===== config.mk =====
export PLATFORM = sky130hd
export DESIGN_NAME = pll_frequency_config_flat
export DESIGN_NICKNAME = d
export VERILOG_FILES = /design/src/pll_freq_pkg.sv /design/src/pll_cfg_if.sv /design/src/pll_frequency_config.sv /design/src/flat_wrapper.sv
export SDC_FILE = /design/constraint.sdc
export NUM_CORES = 1
export LEC_CHECK = 0
export ABC_AREA = 0
export BUFFER_PORTS_ARGS = -buffer_cell sky130_fd_sc_hd__buf_2
export CORE_MARGIN = 3
export CORE_UTILIZATION = 45
export DETAILED_ROUTE_END_ITERATION = 10
export GPL_TIMING_DRIVEN = 0
export HOLD_SLACK_MARGIN = 0.15
export PLACE_DENSITY = 0.73
export SLEW_MARGIN = 40
export SYNTH_ARGS = -nofsm -noshare
export SYNTH_HDL_FRONTEND = slang
export SYNTH_SLANG_ARGS = --single-unit

===== constraint.sdc =====
create_clock -name clk_sys -period 2.7 [get_ports clk_sys]
set_clock_uncertainty 0.1 [all_clocks]
set_input_delay 0.135 -clock clk_sys [delete_from_list [all_inputs] [get_ports clk_sys]]
set_output_delay 0.135 -clock clk_sys [all_outputs]
set_load 0.02 [all_outputs]

===== src/pll_freq_pkg.sv =====
// Package for the PLL frequency configuration block and its host end.
// Assumes one 25 MHz system clock shared by both ends of the link.
package pll_freq_pkg;

   // ----------------------------------------------------------------
   // Field widths
   // ----------------------------------------------------------------
   localparam int unsigned DIV_CODE_W = 4;
   localparam int unsigned FB_INT_W   = 6;
   localparam int unsigned FB_FRAC_W  = 24;
   localparam int unsigned RATIO_W    = 6;

   // ----------------------------------------------------------------
   // Factory defaults held in non-volatile store (plain values)
   // ----------------------------------------------------------------
   localparam logic [3:0]  NVM_DIV_CODE = 4'h0;
   localparam logic [5:0]  NVM_FB_INT   = 6'h1c;
   localparam logic [23:0] NVM_FB_FRAC  = 24'h00_0000;

   // ----------------------------------------------------------------
   // Timing
   // ----------------------------------------------------------------
   localparam int unsigned CLK_PERIOD_NS  = 40;
   localparam int unsigned OE_OFF_MAX_NS  = 100;
   localparam int unsigned OE_ON_MAX_US   = 10;
   // Longest times round down, at least one cycle
   localparam int unsigned OE_OFF_CYCLES  = (OE_OFF_MAX_NS / CLK_PERIOD_NS) < 1 ? 1 :
                                            (OE_OFF_MAX_NS / CLK_PERIOD_NS);
   localparam int unsigned OE_ON_CYCLES   = (OE_ON_MAX_US * 1000) / CLK_PERIOD_NS;
   localparam int unsigned CAL_CYCLES     = 16;
   localparam int unsigned CNT_W          = 9;

   // Divider code to division ratio
   function automatic logic [5:0] div_ratio(input logic [3:0] code);
      logic [5:0] r;
      r = 6'h04;
      unique case (code)
         4'hf: r = 6'd56;
         4'he: r = 6'd48;
         4'hd: r = 6'd40;
         4'hc: r = 6'd32;
         4'hb: r = 6'd28;
         4'ha: r = 6'd24;
         4'h9: r = 6'd20;
         4'h8: r = 6'd16;
         4'h7: r = 6'd14;
         4'h6: r = 6'd12;
         4'h5: r = 6'd10;
         4'h4: r = 6'd8;
         4'h3: r = 6'd7;
         4'h2: r = 6'd6;
         4'h1: r = 6'd5;
         4'h0: r = 6'd4;
      endcase
      return r;
   endfunction : div_ratio

endpackage : pll_freq_pkg


===== src/pll_cfg_if.sv =====
// Interface carrying the configuration link between host and PLL block.
// Assumes both ends run on the same clk_sys.
`timescale 1ns/100ps
`default_nettype none
interface pll_cfg_if;
   logic        wr_div;
   logic        wr_int;
   logic        wr_frac;
   logic [23:0] wr_data;
   logic        recalibrate_apply;
   logic        fine_adjust_apply;
   logic        output_enable;
   logic        busy;
   logic        clock_running;

   modport host (
      output wr_div, wr_int, wr_frac, wr_data,
             recalibrate_apply, fine_adjust_apply, output_enable,
      input  busy, clock_running
   );
   modport device (
      input  wr_div, wr_int, wr_frac, wr_data,
             recalibrate_apply, fine_adjust_apply, output_enable,
      output busy, clock_running
   );
endinterface : pll_cfg_if
`default_nettype wire


===== src/pll_frequency_config.sv =====
// Device end: user and PLL register sets, apply strobes, output gating.
// Assumes host drives the link from the same clk_sys.
// Assumes the analog loop takes the PLL fields as static levels between
// applies, and that nothing but a reset restores the factory defaults.
// Divide ratio, enable and negative leg lag the fields by one register.
`timescale 1ns/100ps
`default_nettype none
module pll_frequency_config (
   input  wire logic        clk_sys,
   input  wire logic        reset_n,
   pll_cfg_if.device        link,
   output logic [3:0]       output_divider_code,
   output logic [5:0]       feedback_integer,
   output logic [23:0]      feedback_fraction,
   output logic [5:0]       divide_ratio,
   output logic             clock_out_enable,
   output logic             clock_out_neg
);
   // ----------------------------------------------------------------
   // Sequencer state and storage
   // ----------------------------------------------------------------
   // Gray codes: boot -> calibrate -> run -> calibrate, one bit a step
   typedef enum logic [1:0] {
      ST_BOOT = 2'b00,
      ST_CAL  = 2'b01,
      ST_RUN  = 2'b11
   } state_t;

   state_t state_q, state_d;
   // User copy takes host writes; PLL copy is what the loop runs on
   logic [3:0]  user_div_q, user_div_d, pll_div_q, pll_div_d;
   logic [5:0]  user_int_q, user_int_d, pll_int_q, pll_int_d;
   logic [23:0] user_frac_q, user_frac_d, pll_frac_q, pll_frac_d;
   logic [5:0]  ratio_q, ratio_d;
   // Timers count down to zero; nine bits cover the long enable wait
   logic [pll_freq_pkg::CNT_W-1:0] cal_q, cal_d, oe_cnt_q, oe_cnt_d;
   logic        run_q, run_d, en_q, en_d, busy_q, busy_d, neg_q, neg_d;

   // Shared down-count for the calibration and enable timers
   // Callers only step a nonzero count, so it never wraps
   function automatic logic [pll_freq_pkg::CNT_W-1:0] count_down(
      input logic [pll_freq_pkg::CNT_W-1:0] value
   );
      return value - pll_freq_pkg::CNT_W'(1);
   endfunction : count_down

   // ----------------------------------------------------------------
   // Register sets and apply sequencing
   // ----------------------------------------------------------------
   // Next-state: user copy, PLL copy, calibration
   always_comb begin
      state_d = state_q;
      user_div_d = user_div_q;
      user_int_d = user_int_q;
      user_frac_d = user_frac_q;
      pll_div_d = pll_div_q;
      pll_int_d = pll_int_q;
      pll_frac_d = pll_frac_q;
      cal_d = cal_q;
      run_d = run_q;
      busy_d = 1'b0;
      // Writes accepted in any state
      if (link.wr_div)  user_div_d  = link.wr_data[3:0];
      if (link.wr_int)  user_int_d  = link.wr_data[5:0];
      if (link.wr_frac) user_frac_d = link.wr_data;
      unique case (state_q)
         ST_BOOT: begin
            // Entered once after reset, never from the other states
            // Defaults already in user set; now into PLL set
            pll_div_d  = user_div_q;
            pll_int_d  = user_int_q;
            pll_frac_d = user_frac_q;
            cal_d   = pll_freq_pkg::CNT_W'(pll_freq_pkg::CAL_CYCLES);
            run_d   = 1'b0;
            busy_d  = 1'b1;
            state_d = ST_CAL;
         end
         ST_RUN: begin
            // Strobes act once, nothing stored to read back
            // Recalibrate wins when both strobes come in one cycle
            if (link.recalibrate_apply) begin
               pll_div_d  = user_div_q;
               pll_int_d  = user_int_q;
               pll_frac_d = user_frac_q;
               cal_d   = pll_freq_pkg::CNT_W'(pll_freq_pkg::CAL_CYCLES);
               run_d   = 1'b0;          // Clock stopped for calibration
               busy_d  = 1'b1;
               state_d = ST_CAL;
            end else if (link.fine_adjust_apply) begin
               // Divider left alone, clock keeps running
               pll_int_d  = user_int_q;
               pll_frac_d = user_frac_q;
            end
         end
         ST_CAL: begin
            // Holds CAL_CYCLES + 1 cycles; strobes meanwhile are dropped
            busy_d = 1'b1;
            if (cal_q == '0) begin
               run_d   = 1'b1;          // Restart at arbitrary phase
               busy_d  = 1'b0;
               state_d = ST_RUN;
            end else begin
               cal_d = count_down(cal_q);
            end
         end
         default: state_d = ST_BOOT;
      endcase
   end

   // ----------------------------------------------------------------
   // Output gating and divide ratio
   // ----------------------------------------------------------------
   // Fast off, slow on; a stopped loop also drops the output
   always_comb begin
      oe_cnt_d = oe_cnt_q;
      en_d = en_q;
      // Ratio registered, so it follows the code one cycle later
      ratio_d = pll_freq_pkg::div_ratio(pll_div_q);
      if (!link.output_enable || !run_q) begin
         // Off in a single cycle, well under the limit
         en_d = 1'b0;
         // Reload so every turn-on waits the full settling time
         oe_cnt_d = pll_freq_pkg::CNT_W'(pll_freq_pkg::OE_ON_CYCLES - 1);
      end else if (!en_q) begin
         if (oe_cnt_q == '0) en_d = 1'b1;
         else oe_cnt_d = count_down(oe_cnt_q);
      end
      // Negative leg marks idle in step with the enable, not a cycle late
      neg_d = ~en_d;
   end

   // ----------------------------------------------------------------
   // Registers
   // ----------------------------------------------------------------
   // Power-on loads non-volatile defaults
   always_ff @(posedge clk_sys or negedge reset_n) begin
      if (!reset_n) begin
         state_q <= ST_BOOT;
         user_div_q <= pll_freq_pkg::NVM_DIV_CODE;
         user_int_q <= pll_freq_pkg::NVM_FB_INT;
         user_frac_q <= pll_freq_pkg::NVM_FB_FRAC;
         pll_div_q <= pll_freq_pkg::NVM_DIV_CODE;
         pll_int_q <= pll_freq_pkg::NVM_FB_INT;
         pll_frac_q <= pll_freq_pkg::NVM_FB_FRAC;
         cal_q <= '0;
         run_q <= 1'b0;
         busy_q <= 1'b1;
      end else begin
         state_q <= state_d;
         user_div_q <= user_div_d;
         user_int_q <= user_int_d;
         user_frac_q <= user_frac_d;
         pll_div_q <= pll_div_d;
         pll_int_q <= pll_int_d;       // VCO = ref*(int+frac/2^24) downstream
         pll_frac_q <= pll_frac_d;
         cal_q <= cal_d;
         run_q <= run_d;
         busy_q <= busy_d;
      end
   end

   // Gating starts dark: output off and idle until the loop is up
   always_ff @(posedge clk_sys or negedge reset_n) begin
      if (!reset_n) begin
         oe_cnt_q <= '0;
         en_q <= 1'b0;
         neg_q <= 1'b1;
         ratio_q <= 6'd4;
      end else begin
         oe_cnt_q <= oe_cnt_d;
         en_q <= en_d;
         neg_q <= neg_d;
         ratio_q <= ratio_d;
      end
   end

   // ----------------------------------------------------------------
   // Outputs, each straight from its register
   // ----------------------------------------------------------------
   assign output_divider_code = pll_div_q;
   assign feedback_integer    = pll_int_q;
   assign feedback_fraction   = pll_frac_q;
   assign divide_ratio        = ratio_q;
   assign clock_out_enable    = en_q;
   assign clock_out_neg       = neg_q;
   // Status back to the host end of the link
   assign link.busy           = busy_q;
   assign link.clock_running  = run_q;
endmodule : pll_frequency_config
`default_nettype wire


===== src/flat_wrapper.sv =====
// flat-port wrapper written by rule: the top's interface ports become plain ports
module pll_frequency_config_flat 
  (clk_sys, reset_n, output_divider_code, feedback_integer, feedback_fraction, divide_ratio, clock_out_enable, clock_out_neg, link_wr_div, link_wr_int, link_wr_frac, link_wr_data, link_recalibrate_apply, link_fine_adjust_apply, link_output_enable, link_busy, link_clock_running);
  pll_cfg_if link_i ();
  input  wire logic clk_sys;
  input  wire logic reset_n;
  output logic [3:0] output_divider_code;
  output logic [5:0] feedback_integer;
  output logic [23:0] feedback_fraction;
  output logic [5:0] divide_ratio;
  output logic clock_out_enable;
  output logic clock_out_neg;
  input wire logic [$bits(link_i.wr_div)-1:0] link_wr_div;
  input wire logic [$bits(link_i.wr_int)-1:0] link_wr_int;
  input wire logic [$bits(link_i.wr_frac)-1:0] link_wr_frac;
  input wire logic [$bits(link_i.wr_data)-1:0] link_wr_data;
  input wire logic [$bits(link_i.recalibrate_apply)-1:0] link_recalibrate_apply;
  input wire logic [$bits(link_i.fine_adjust_apply)-1:0] link_fine_adjust_apply;
  input wire logic [$bits(link_i.output_enable)-1:0] link_output_enable;
  output wire logic [$bits(link_i.busy)-1:0] link_busy;
  output wire logic [$bits(link_i.clock_running)-1:0] link_clock_running;
  assign link_i.wr_div = link_wr_div;
  assign link_i.wr_int = link_wr_int;
  assign link_i.wr_frac = link_wr_frac;
  assign link_i.wr_data = link_wr_data;
  assign link_i.recalibrate_apply = link_recalibrate_apply;
  assign link_i.fine_adjust_apply = link_fine_adjust_apply;
  assign link_i.output_enable = link_output_enable;
  assign link_busy = link_i.busy;
  assign link_clock_running = link_i.clock_running;
  pll_frequency_config u_core (.clk_sys(clk_sys), .reset_n(reset_n), .link(link_i), .output_divider_code(output_divider_code), .feedback_integer(feedback_integer), .feedback_fraction(feedback_fraction), .divide_ratio(divide_ratio), .clock_out_enable(clock_out_enable), .clock_out_neg(clock_out_neg));
endmodule

==> results.sh, run 1 <==
export IMPL_nNetsFinal=451
export IMPL_number_of_cells_produced_by_synthesis=293
export IMPL_cts_setup_buffers=0
export IMPL_drtPass1Iterations=4
export IMPL_num_io_pins=76
export IMPL_pwr_share_comb_pct=37.2
export IMPL_fin_crit_sh_pct=76.19
export IMPL_hold_path_class="input pin to flop"
export IMPL_route_antenna_remaining_nets=0
export IMPL_synth_seq_area_share_pct=61.19
export IMPL_die_y_um=100.6
export IMPL_total_switching_power_uw=1807
export IMPL_p_leak_uw=0.002309
export IMPL_routed_via_count=2704
export IMPL_power_density_nw_per_um2=982.0
export IMPL_seq_power_share_pct=43.5
export IMPL_avgViaCountPerCell=5.170
export IMPL_grt_pass1_vias=2646
export IMPL_worstHoldStart="link_fine_adjust_apply"
export IMPL_clk_insertion_delay_late_ps=370
export IMPL_p_sw_share_pct=35.88
export IMPL_routed_wl_um=7612
export IMPL_drv_cap=0
export IMPL_synth_top_cell_area_share_pct=55.31
export IMPL_power_uw=5036
export IMPL_timing_worst_slew_pin_value_ps=598.6
export IMPL_reg2regPathDepth=6
export IMPL_final_setup_viol_count=0
export IMPL_antenna_diode_count=0
export IMPL_synth_warning_count=0
export IMPL_clock_sink_count=98
export IMPL_gr_total_overflow=0
export IMPL_achievable_frequency_mhz=486.1
export IMPL_htree_num_levels=3
export IMPL_relSlewSlack_pct=60.10
export IMPL_clkPwrFrac_pct=19.3
export IMPL_grt_pass1_wl_um=12510
export IMPL_r2r_start="u_core.oe_cnt_q[0]"
export IMPL_setup_repair_after_global_routing_missed_its_margin="no"
export IMPL_critPathLaunchType="flop"
export IMPL_utilization_pct=60.59
export IMPL_synth_area_leaders="sky130_fd_sc_hd__dfrtp_1, sky130_fd_sc_hd__mux2_2, sky130_fd_sc_hd__dfstp_2"
export IMPL_die_area_um2=10120
export IMPL_final_setup_tns_ps=0
export IMPL_drt_drc_violations_left=0
export IMPL_width_of_the_die_um=100.6
export IMPL_numCtsBuffers=9
export IMPL_coreArea_um2=8464
export IMPL_initial_core_util_pct=47.57
export IMPL_synth_edff_count=0
export IMPL_number_of_storage_elements_in_the_synthesis_netlist=98
export IMPL_rrSetupSlack_ps=640
export IMPL_worstPathArrival_ps=2200
export IMPL_synthesized_area_per_cell_um2=13.74
export IMPL_postSynthNetCount=331
export IMPL_maximum_fanout_along_the_worst_path=5
export IMPL_synth_flop_cell="sky130_fd_sc_hd__dfrtp_1"
export IMPL_final_hold_viol_count=0
export IMPL_synthesis_area_um2=4026
export IMPL_internal_power_uw=3229
export IMPL_cts_tree="yes"
export IMPL_worst_endpoint_required_ps=2840
export IMPL_grt_start_max_net_pins=56
export IMPL_drv_slew=0
export IMPL_drtIter0Drc=52
export IMPL_layout_filler_cells=657
export IMPL_antenna_found_initial=0
export IMPL_gp_congestion=0.8085
export IMPL_cts_root_buffer_cell="sky130_fd_sc_hd__clkbuf_8"
export IMPL_cts_clk_slew_worst_paths_ps=110
export IMPL_post_drt_wl_per_cell_um=14.55
export IMPL_yosysUniqueCellTypes=44
export IMPL_worstHoldEndpoint="u_core.feedback_fraction[3]"
export IMPL_final_period_minus_worst_setup_slack_ps=2057
export IMPL_ir_drop_v=0.0006590
export IMPL_dp_hpwl_um=5142
export IMPL_async_reset_ff_share_pct=100.0
export IMPL_run_status="complete, no violations"
export IMPL_groute_usage_overall_pct=15.76
export IMPL_worst_hold_path_num_cells=4
export IMPL_regToRegEndpoint="u_core.oe_cnt_q[6]"
export IMPL_cts_resized=0
export IMPL_critical_path_endpoint_type="flop"
export IMPL_yosys_area_top_type="sky130_fd_sc_hd__dfrtp_1"
export IMPL_flow_area_growth_from_synthesis_pct=27.38
export IMPL_cts_path_max_buffers=2
export IMPL_floorplan_rows=33
export IMPL_placement_io_buffers=73
export IMPL_drive_above_1_share_pct=42.58
export IMPL_critical_path_class="flop to flop"
[placed cells by master (no fill, tap or decap), drive strengths merged, types with 2 or more instances in the layout]
cell type	Yosys	layout
and2	2	2
o22ai	4	4
nor3b	3	3
a21boi	2	2
or4	2	2
xnor2	3	3
nand2	12	12
clkbuf	6	15
nor2	11	11
a21o	2	2
nor2b	2	2
mux2i	6	6
nand3	2	2
dfrtp	89	89
or3	3	3
o21ai	6	6
mux2	69	69
dlygate4sd3	0	34
ha	6	6
nor3	7	7
a21oi	9	9
inv	11	15
dfstp	9	9
o311a	2	2
buf	4	79
nand2b	5	5
or4b	2	2
[worst max path at each step]
stage                     depth (start not counted)                            to               start
after floorplan                                   6            u_core.oe_cnt_q[6]  u_core.oe_cnt_q[0]
after global placement                            1  u_core.feedback_fraction[18]             reset_n
after detailed placement                          6               u_core.cal_q[7]     u_core.cal_q[0]
after CTS                                         6             u_core.state_q[0]     u_core.cal_q[0]
after global routing                              6               u_core.cal_q[7]     u_core.cal_q[0]
final                                             6            u_core.oe_cnt_q[6]  u_core.oe_cnt_q[0]
[power by group through the flow]
stage / combinational [uW] / clock [uW] / sequential, uW
finish: 1870 / 971 / 2190
global route: 2060 / 1060 / 2250
CTS: 1900 / 1010 / 2190
detailed placement: 1850 / 0 / 2220
global placement: 1810 / 0 / 2200
floorplan: 891 / 0 / 2580
[metrics by stage]
| stage | instances | setup slack [ps] | hold slack, ps | instance area (um2) |
|---|---|---|---|---|
| final | 523 | 642.9 | 350.4 | 5129 |
| after floorplan | 293 | 772.2 | -260.6 | 4026 |
| after detailed placement | 472 | 651.3 | -55.28 | 4561 |
| after global routing | 523 | 475.4 | 390.6 | 5129 |
| after global placement | 471 | 479.6 | 269.1 | 4523 |
| after CTS | 523 | 634.3 | 349.3 | 5129 |
[kinds of logic after synthesis]
| logic type | count (synthesis) | synth area share, % |
|---|---|---|
| simple gates | 55 | 7.427 |
| buf+inv | 21 | 2.144 |
| fa+ha+maj | 6 | 1.864 |
| flops | 98 | 61.19 |
| mux | 75 | 20.79 |
| xor+xnor | 4 | 0.8703 |
| compound gates | 34 | 5.718 |
[layout make-up]
cell class              count  area [um2]  area share, %
plain buffers              10       45.04         0.8783
clock buffers               9       123.9          2.415
clock inverters             7       83.83          1.635
inverters                  11       41.29         0.8051
multi-input cells         174        1476          28.79
flip-flops and latches     98        2464          48.04
well taps                 105       131.4          2.562
repair buffers            109       763.2          14.88
[flip-flops by register name, indices dropped and copies added (netlist names)]
register / flops
u_core.divide_ratio: 6
u_core.link.busy: 1
u_core.user_frac_q: 24
u_core.user_int_q: 6
u_core.cal_q: 9
u_core.feedback_integer: 6
u_core.link.clock_running: 1
u_core.clock_out_enable: 1
u_core.user_div_q: 4
u_core.clock_out_neg: 1
u_core.oe_cnt_q: 9
u_core.feedback_fraction: 24
u_core.state_q: 2
u_core.output_divider_code: 4
[metal layers]
layer | up-vias | track usage, % | wire length, um
li1 | 1291 | - | -
met1 | 1337 | 19.26 | 3245
met2 | 66 | 26.94 | 3811
met3 | 10 | 4.706 | 462
met4 | 0 | 4.663 | 93
met5 | - | 0 | 0
[synth_stat cells (3+ instances only)]
cell and n:
sky130_fd_sc_hd__a21oi_1 9, sky130_fd_sc_hd__buf_2 3, sky130_fd_sc_hd__clkbuf_1 6, sky130_fd_sc_hd__dfrtp_1 89, sky130_fd_sc_hd__dfstp_2 9, sky130_fd_sc_hd__ha_1 6
sky130_fd_sc_hd__inv_1 11, sky130_fd_sc_hd__mux2_2 69, sky130_fd_sc_hd__mux2i_1 6, sky130_fd_sc_hd__nand2_1 12, sky130_fd_sc_hd__nand2b_1 5, sky130_fd_sc_hd__nor2_1 11
sky130_fd_sc_hd__nor3_1 7, sky130_fd_sc_hd__nor3b_1 3, sky130_fd_sc_hd__o21ai_0 5, sky130_fd_sc_hd__o22ai_1 4, sky130_fd_sc_hd__or3_1 3, sky130_fd_sc_hd__xnor2_1 3
[critical path, cell delays in order, from the launching register on]
cell and delay, ps:
sky130_fd_sc_hd__dfrtp_1 420, sky130_fd_sc_hd__inv_1 70, sky130_fd_sc_hd__ha_1 210, sky130_fd_sc_hd__or4b_2 660, sky130_fd_sc_hd__nor3_1 210, sky130_fd_sc_hd__mux2i_1 200, sky130_fd_sc_hd__nand2_1 70
[timing repair]
action,CTS,global route
setup endpoints to repair,0,0
endpoints found under the hold margin,136,0
hold buffers,35,0
Power figures use the tool's default switching activity.
==> run 2, diff against run 1 <==
Settings changed: PLACE_DENSITY 0.73 to 0.76.
Clock period 2.7 ns to 1.7 ns, I/O delays scaled along.
==> run 2 against run 1 <==
Net effect: worst setup slack worse by 950 ps; sequential share of layout area fell by 4.3 points; critical path depth unchanged; the run now ends with negative setup slack left; critical path type unchanged; flip-flop and latch count unchanged; non-clock buffer count grew 23; die area unchanged; routed wire length grew 20%.
==> results.sh, run 2 (synthesis results as in run 1) <==
export IMPL_drv_cap=0
export IMPL_critical_path_class="flop to flop"
export IMPL_gr_total_overflow=0
export IMPL_routed_wl_um=9113
export IMPL_clkPwrFrac_pct=14.8
export IMPL_layout_cells_most_common_list="sky130_fd_sc_hd__dfrtp_1, sky130_fd_sc_hd__buf_2, sky130_fd_sc_hd__mux2_2"
export IMPL_ir_drop_v=0.001063
export IMPL_clock_sink_count=98
export IMPL_route_antenna_remaining_nets=0
export IMPL_numCtsBuffers=9
export IMPL_grt_pass1_vias=2961
export IMPL_drt_drc_violations_left=0
export IMPL_num_io_pins=76
export IMPL_worst_endpoint_required_ps=1870
export IMPL_p_leak_uw=0.002639
export IMPL_drtPass1Iterations=4
export IMPL_relSlewSlack_pct=59.13
export IMPL_seq_power_share_pct=39.4
export IMPL_coreArea_um2=8464
export IMPL_fin_crit_sh_pct=118.2
export IMPL_internal_power_uw=5745
export IMPL_run_status="finished with violations"
export IMPL_final_setup_viol_count=17
export IMPL_rrSetupSlack_ps=-310
export IMPL_final_hold_viol_count=0
export IMPL_groute_usage_overall_pct=17.68
export IMPL_nNetsFinal=474
export IMPL_hold_path_class="input pin to flop"
export IMPL_routed_via_count=2862
export IMPL_numPlacedInstances=472
export IMPL_worst_setup_slack_post_dpl_ps=-309.9
export IMPL_htree_num_levels=3
export IMPL_width_of_the_die_um=100.6
export IMPL_die_area_um2=10120
export IMPL_timing_critical_path_to="u_core.cal_q[3]"
export IMPL_final_period_minus_worst_setup_slack_ps=2009
export IMPL_critPathLaunch="u_core.cal_q[0]"
export IMPL_cts_tree="yes"
export IMPL_p_sw_share_pct=36.14
export IMPL_pwr_share_comb_pct=45.8
export IMPL_total_switching_power_uw=3251
export IMPL_violations="negative setup slack"
export IMPL_drv_slew=0
export IMPL_floorplan_rows=33
export IMPL_grt_start_max_net_pins=55
export IMPL_cts_clk_slew_worst_paths_ps=90
export IMPL_regToRegEndpoint="u_core.cal_q[3]"
export IMPL_die_y_um=100.6
export IMPL_setup_repair_after_global_routing_missed_its_margin="yes"
export IMPL_utilization_pct=66.59
export IMPL_cts_root_buffer_cell="sky130_fd_sc_hd__clkbuf_8"
export IMPL_worstPathArrival_ps=2180
export IMPL_avgViaCountPerCell=5.242
export IMPL_layout_commonest_cell="sky130_fd_sc_hd__dfrtp_1"
export IMPL_dp_hpwl_um=5427
export IMPL_initial_core_util_pct=47.57
export IMPL_r2r_start="u_core.cal_q[0]"
export IMPL_antenna_diode_count=0
export IMPL_critical_path_endpoint_type="flop"
export IMPL_drtIter0Drc=64
export IMPL_reg2regPathDepth=6
export IMPL_power_density_nw_per_um2=1596
export IMPL_clk_insertion_delay_late_ps=360
export IMPL_power_uw=8997
export IMPL_timing_worst_slew_pin_value_ps=613.1
export IMPL_post_layout_nonfiller_instances=546
export IMPL_maximum_fanout_along_the_worst_path=5
export IMPL_antenna_found_initial=0
export IMPL_flow_area_growth_from_synthesis_pct=39.99
export IMPL_final_setup_worst_slack_ps=-309.5
export IMPL_achievable_frequency_mhz=497.6
export IMPL_post_drt_wl_per_cell_um=16.69
export IMPL_grt_pass1_wl_um=14050
export IMPL_gp_congestion=0.7990
export IMPL_placement_io_buffers=73
export IMPL_cts_path_max_buffers=2
export IMPL_drive_above_1_share_pct=50.79
export IMPL_critPathLaunchType="flop"
==> run 2: cell type report <==
type / count / area [um2]
Clock buffer: 11 / 131.4
Tap cell: 105 / 131.4
Buffer: 9 / 65.06
Sequential cell: 98 / 2467
Clock inverter: 5 / 40.04
Inverter: 11 / 45.04
Timing Repair Buffer: 133 / 1010
Fill cell: 609 / 2828
Multi-Input combinational cell: 174 / 1747
==> run 2: power groups by stage <==
| stage | logic, uW | clock network [uW] | registers (uW) |
|---|---|---|---|
| 2_1_floorplan | 1440 | 0 | 4100 |
| 3_3_place_gp | 2900 | 0 | 3490 |
| 3_5_place_dp | 2990 | 0 | 3530 |
| 4_1_cts | 3570 | 1370 | 3500 |
| 5_1_grt | 4420 | 1450 | 3640 |
| 6_report | 4120 | 1330 | 3540 |
==> run 2: layer usage <==
metal	wire (um)	vias up	GRT usage, %
met2	4771	79	31.19
met1	3827	1448	21.19
met5	0	-	0
li1	-	1325	-
met3	417	10	4.913
met4	97	0	4.767
==> run 2: stage by stage <==
step	setup TNS, ps	hold WS, ps	cell area (um2)
after global routing	-3721	321.9	5637
after detailed placement	-9942	-70.19	4577
final	-2602	331.4	5637
after global placement	-48860	217.7	4543
after floorplan	-1162	-310.6	4046
after CTS	-1904	291.1	5406
==> run 2: how the worst min path moves through the flow <==
stage / start / endpoint / slack, ps / depth (start not counted)
global route: link_fine_adjust_apply / u_core.feedback_fraction[0] / 320 / 5
global placement: link_wr_data[19] / u_core.user_frac_q[19] / 220 / 2
floorplan: reset_n / u_core.cal_q[0] / -310 / 0
finish: link_fine_adjust_apply / u_core.feedback_fraction[12] / 330 / 5
detailed placement: reset_n / u_core.oe_cnt_q[5] / -70 / 1
CTS: link_fine_adjust_apply / u_core.feedback_fraction[0] / 290 / 5
==> run 2: worst max-delay path, cell delays in order (launching register included) <==
cell and delay, ps:
sky130_fd_sc_hd__dfrtp_1 410, sky130_fd_sc_hd__inv_2 90, sky130_fd_sc_hd__ha_4 140, sky130_fd_sc_hd__or4b_4 500, sky130_fd_sc_hd__or2_4 290, sky130_fd_sc_hd__o21a_1 220, sky130_fd_sc_hd__o22ai_1 180
==> run 2: what timing repair did <==
action                                  CTS  global route
hold buffers                             36             0
hold endpoints to repair                140             0
cloned                                    2             1
buffers inserted                         14             6
pin swaps                                 5             9
endpoints found under the setup margin   51            53
resized for setup                        37            46
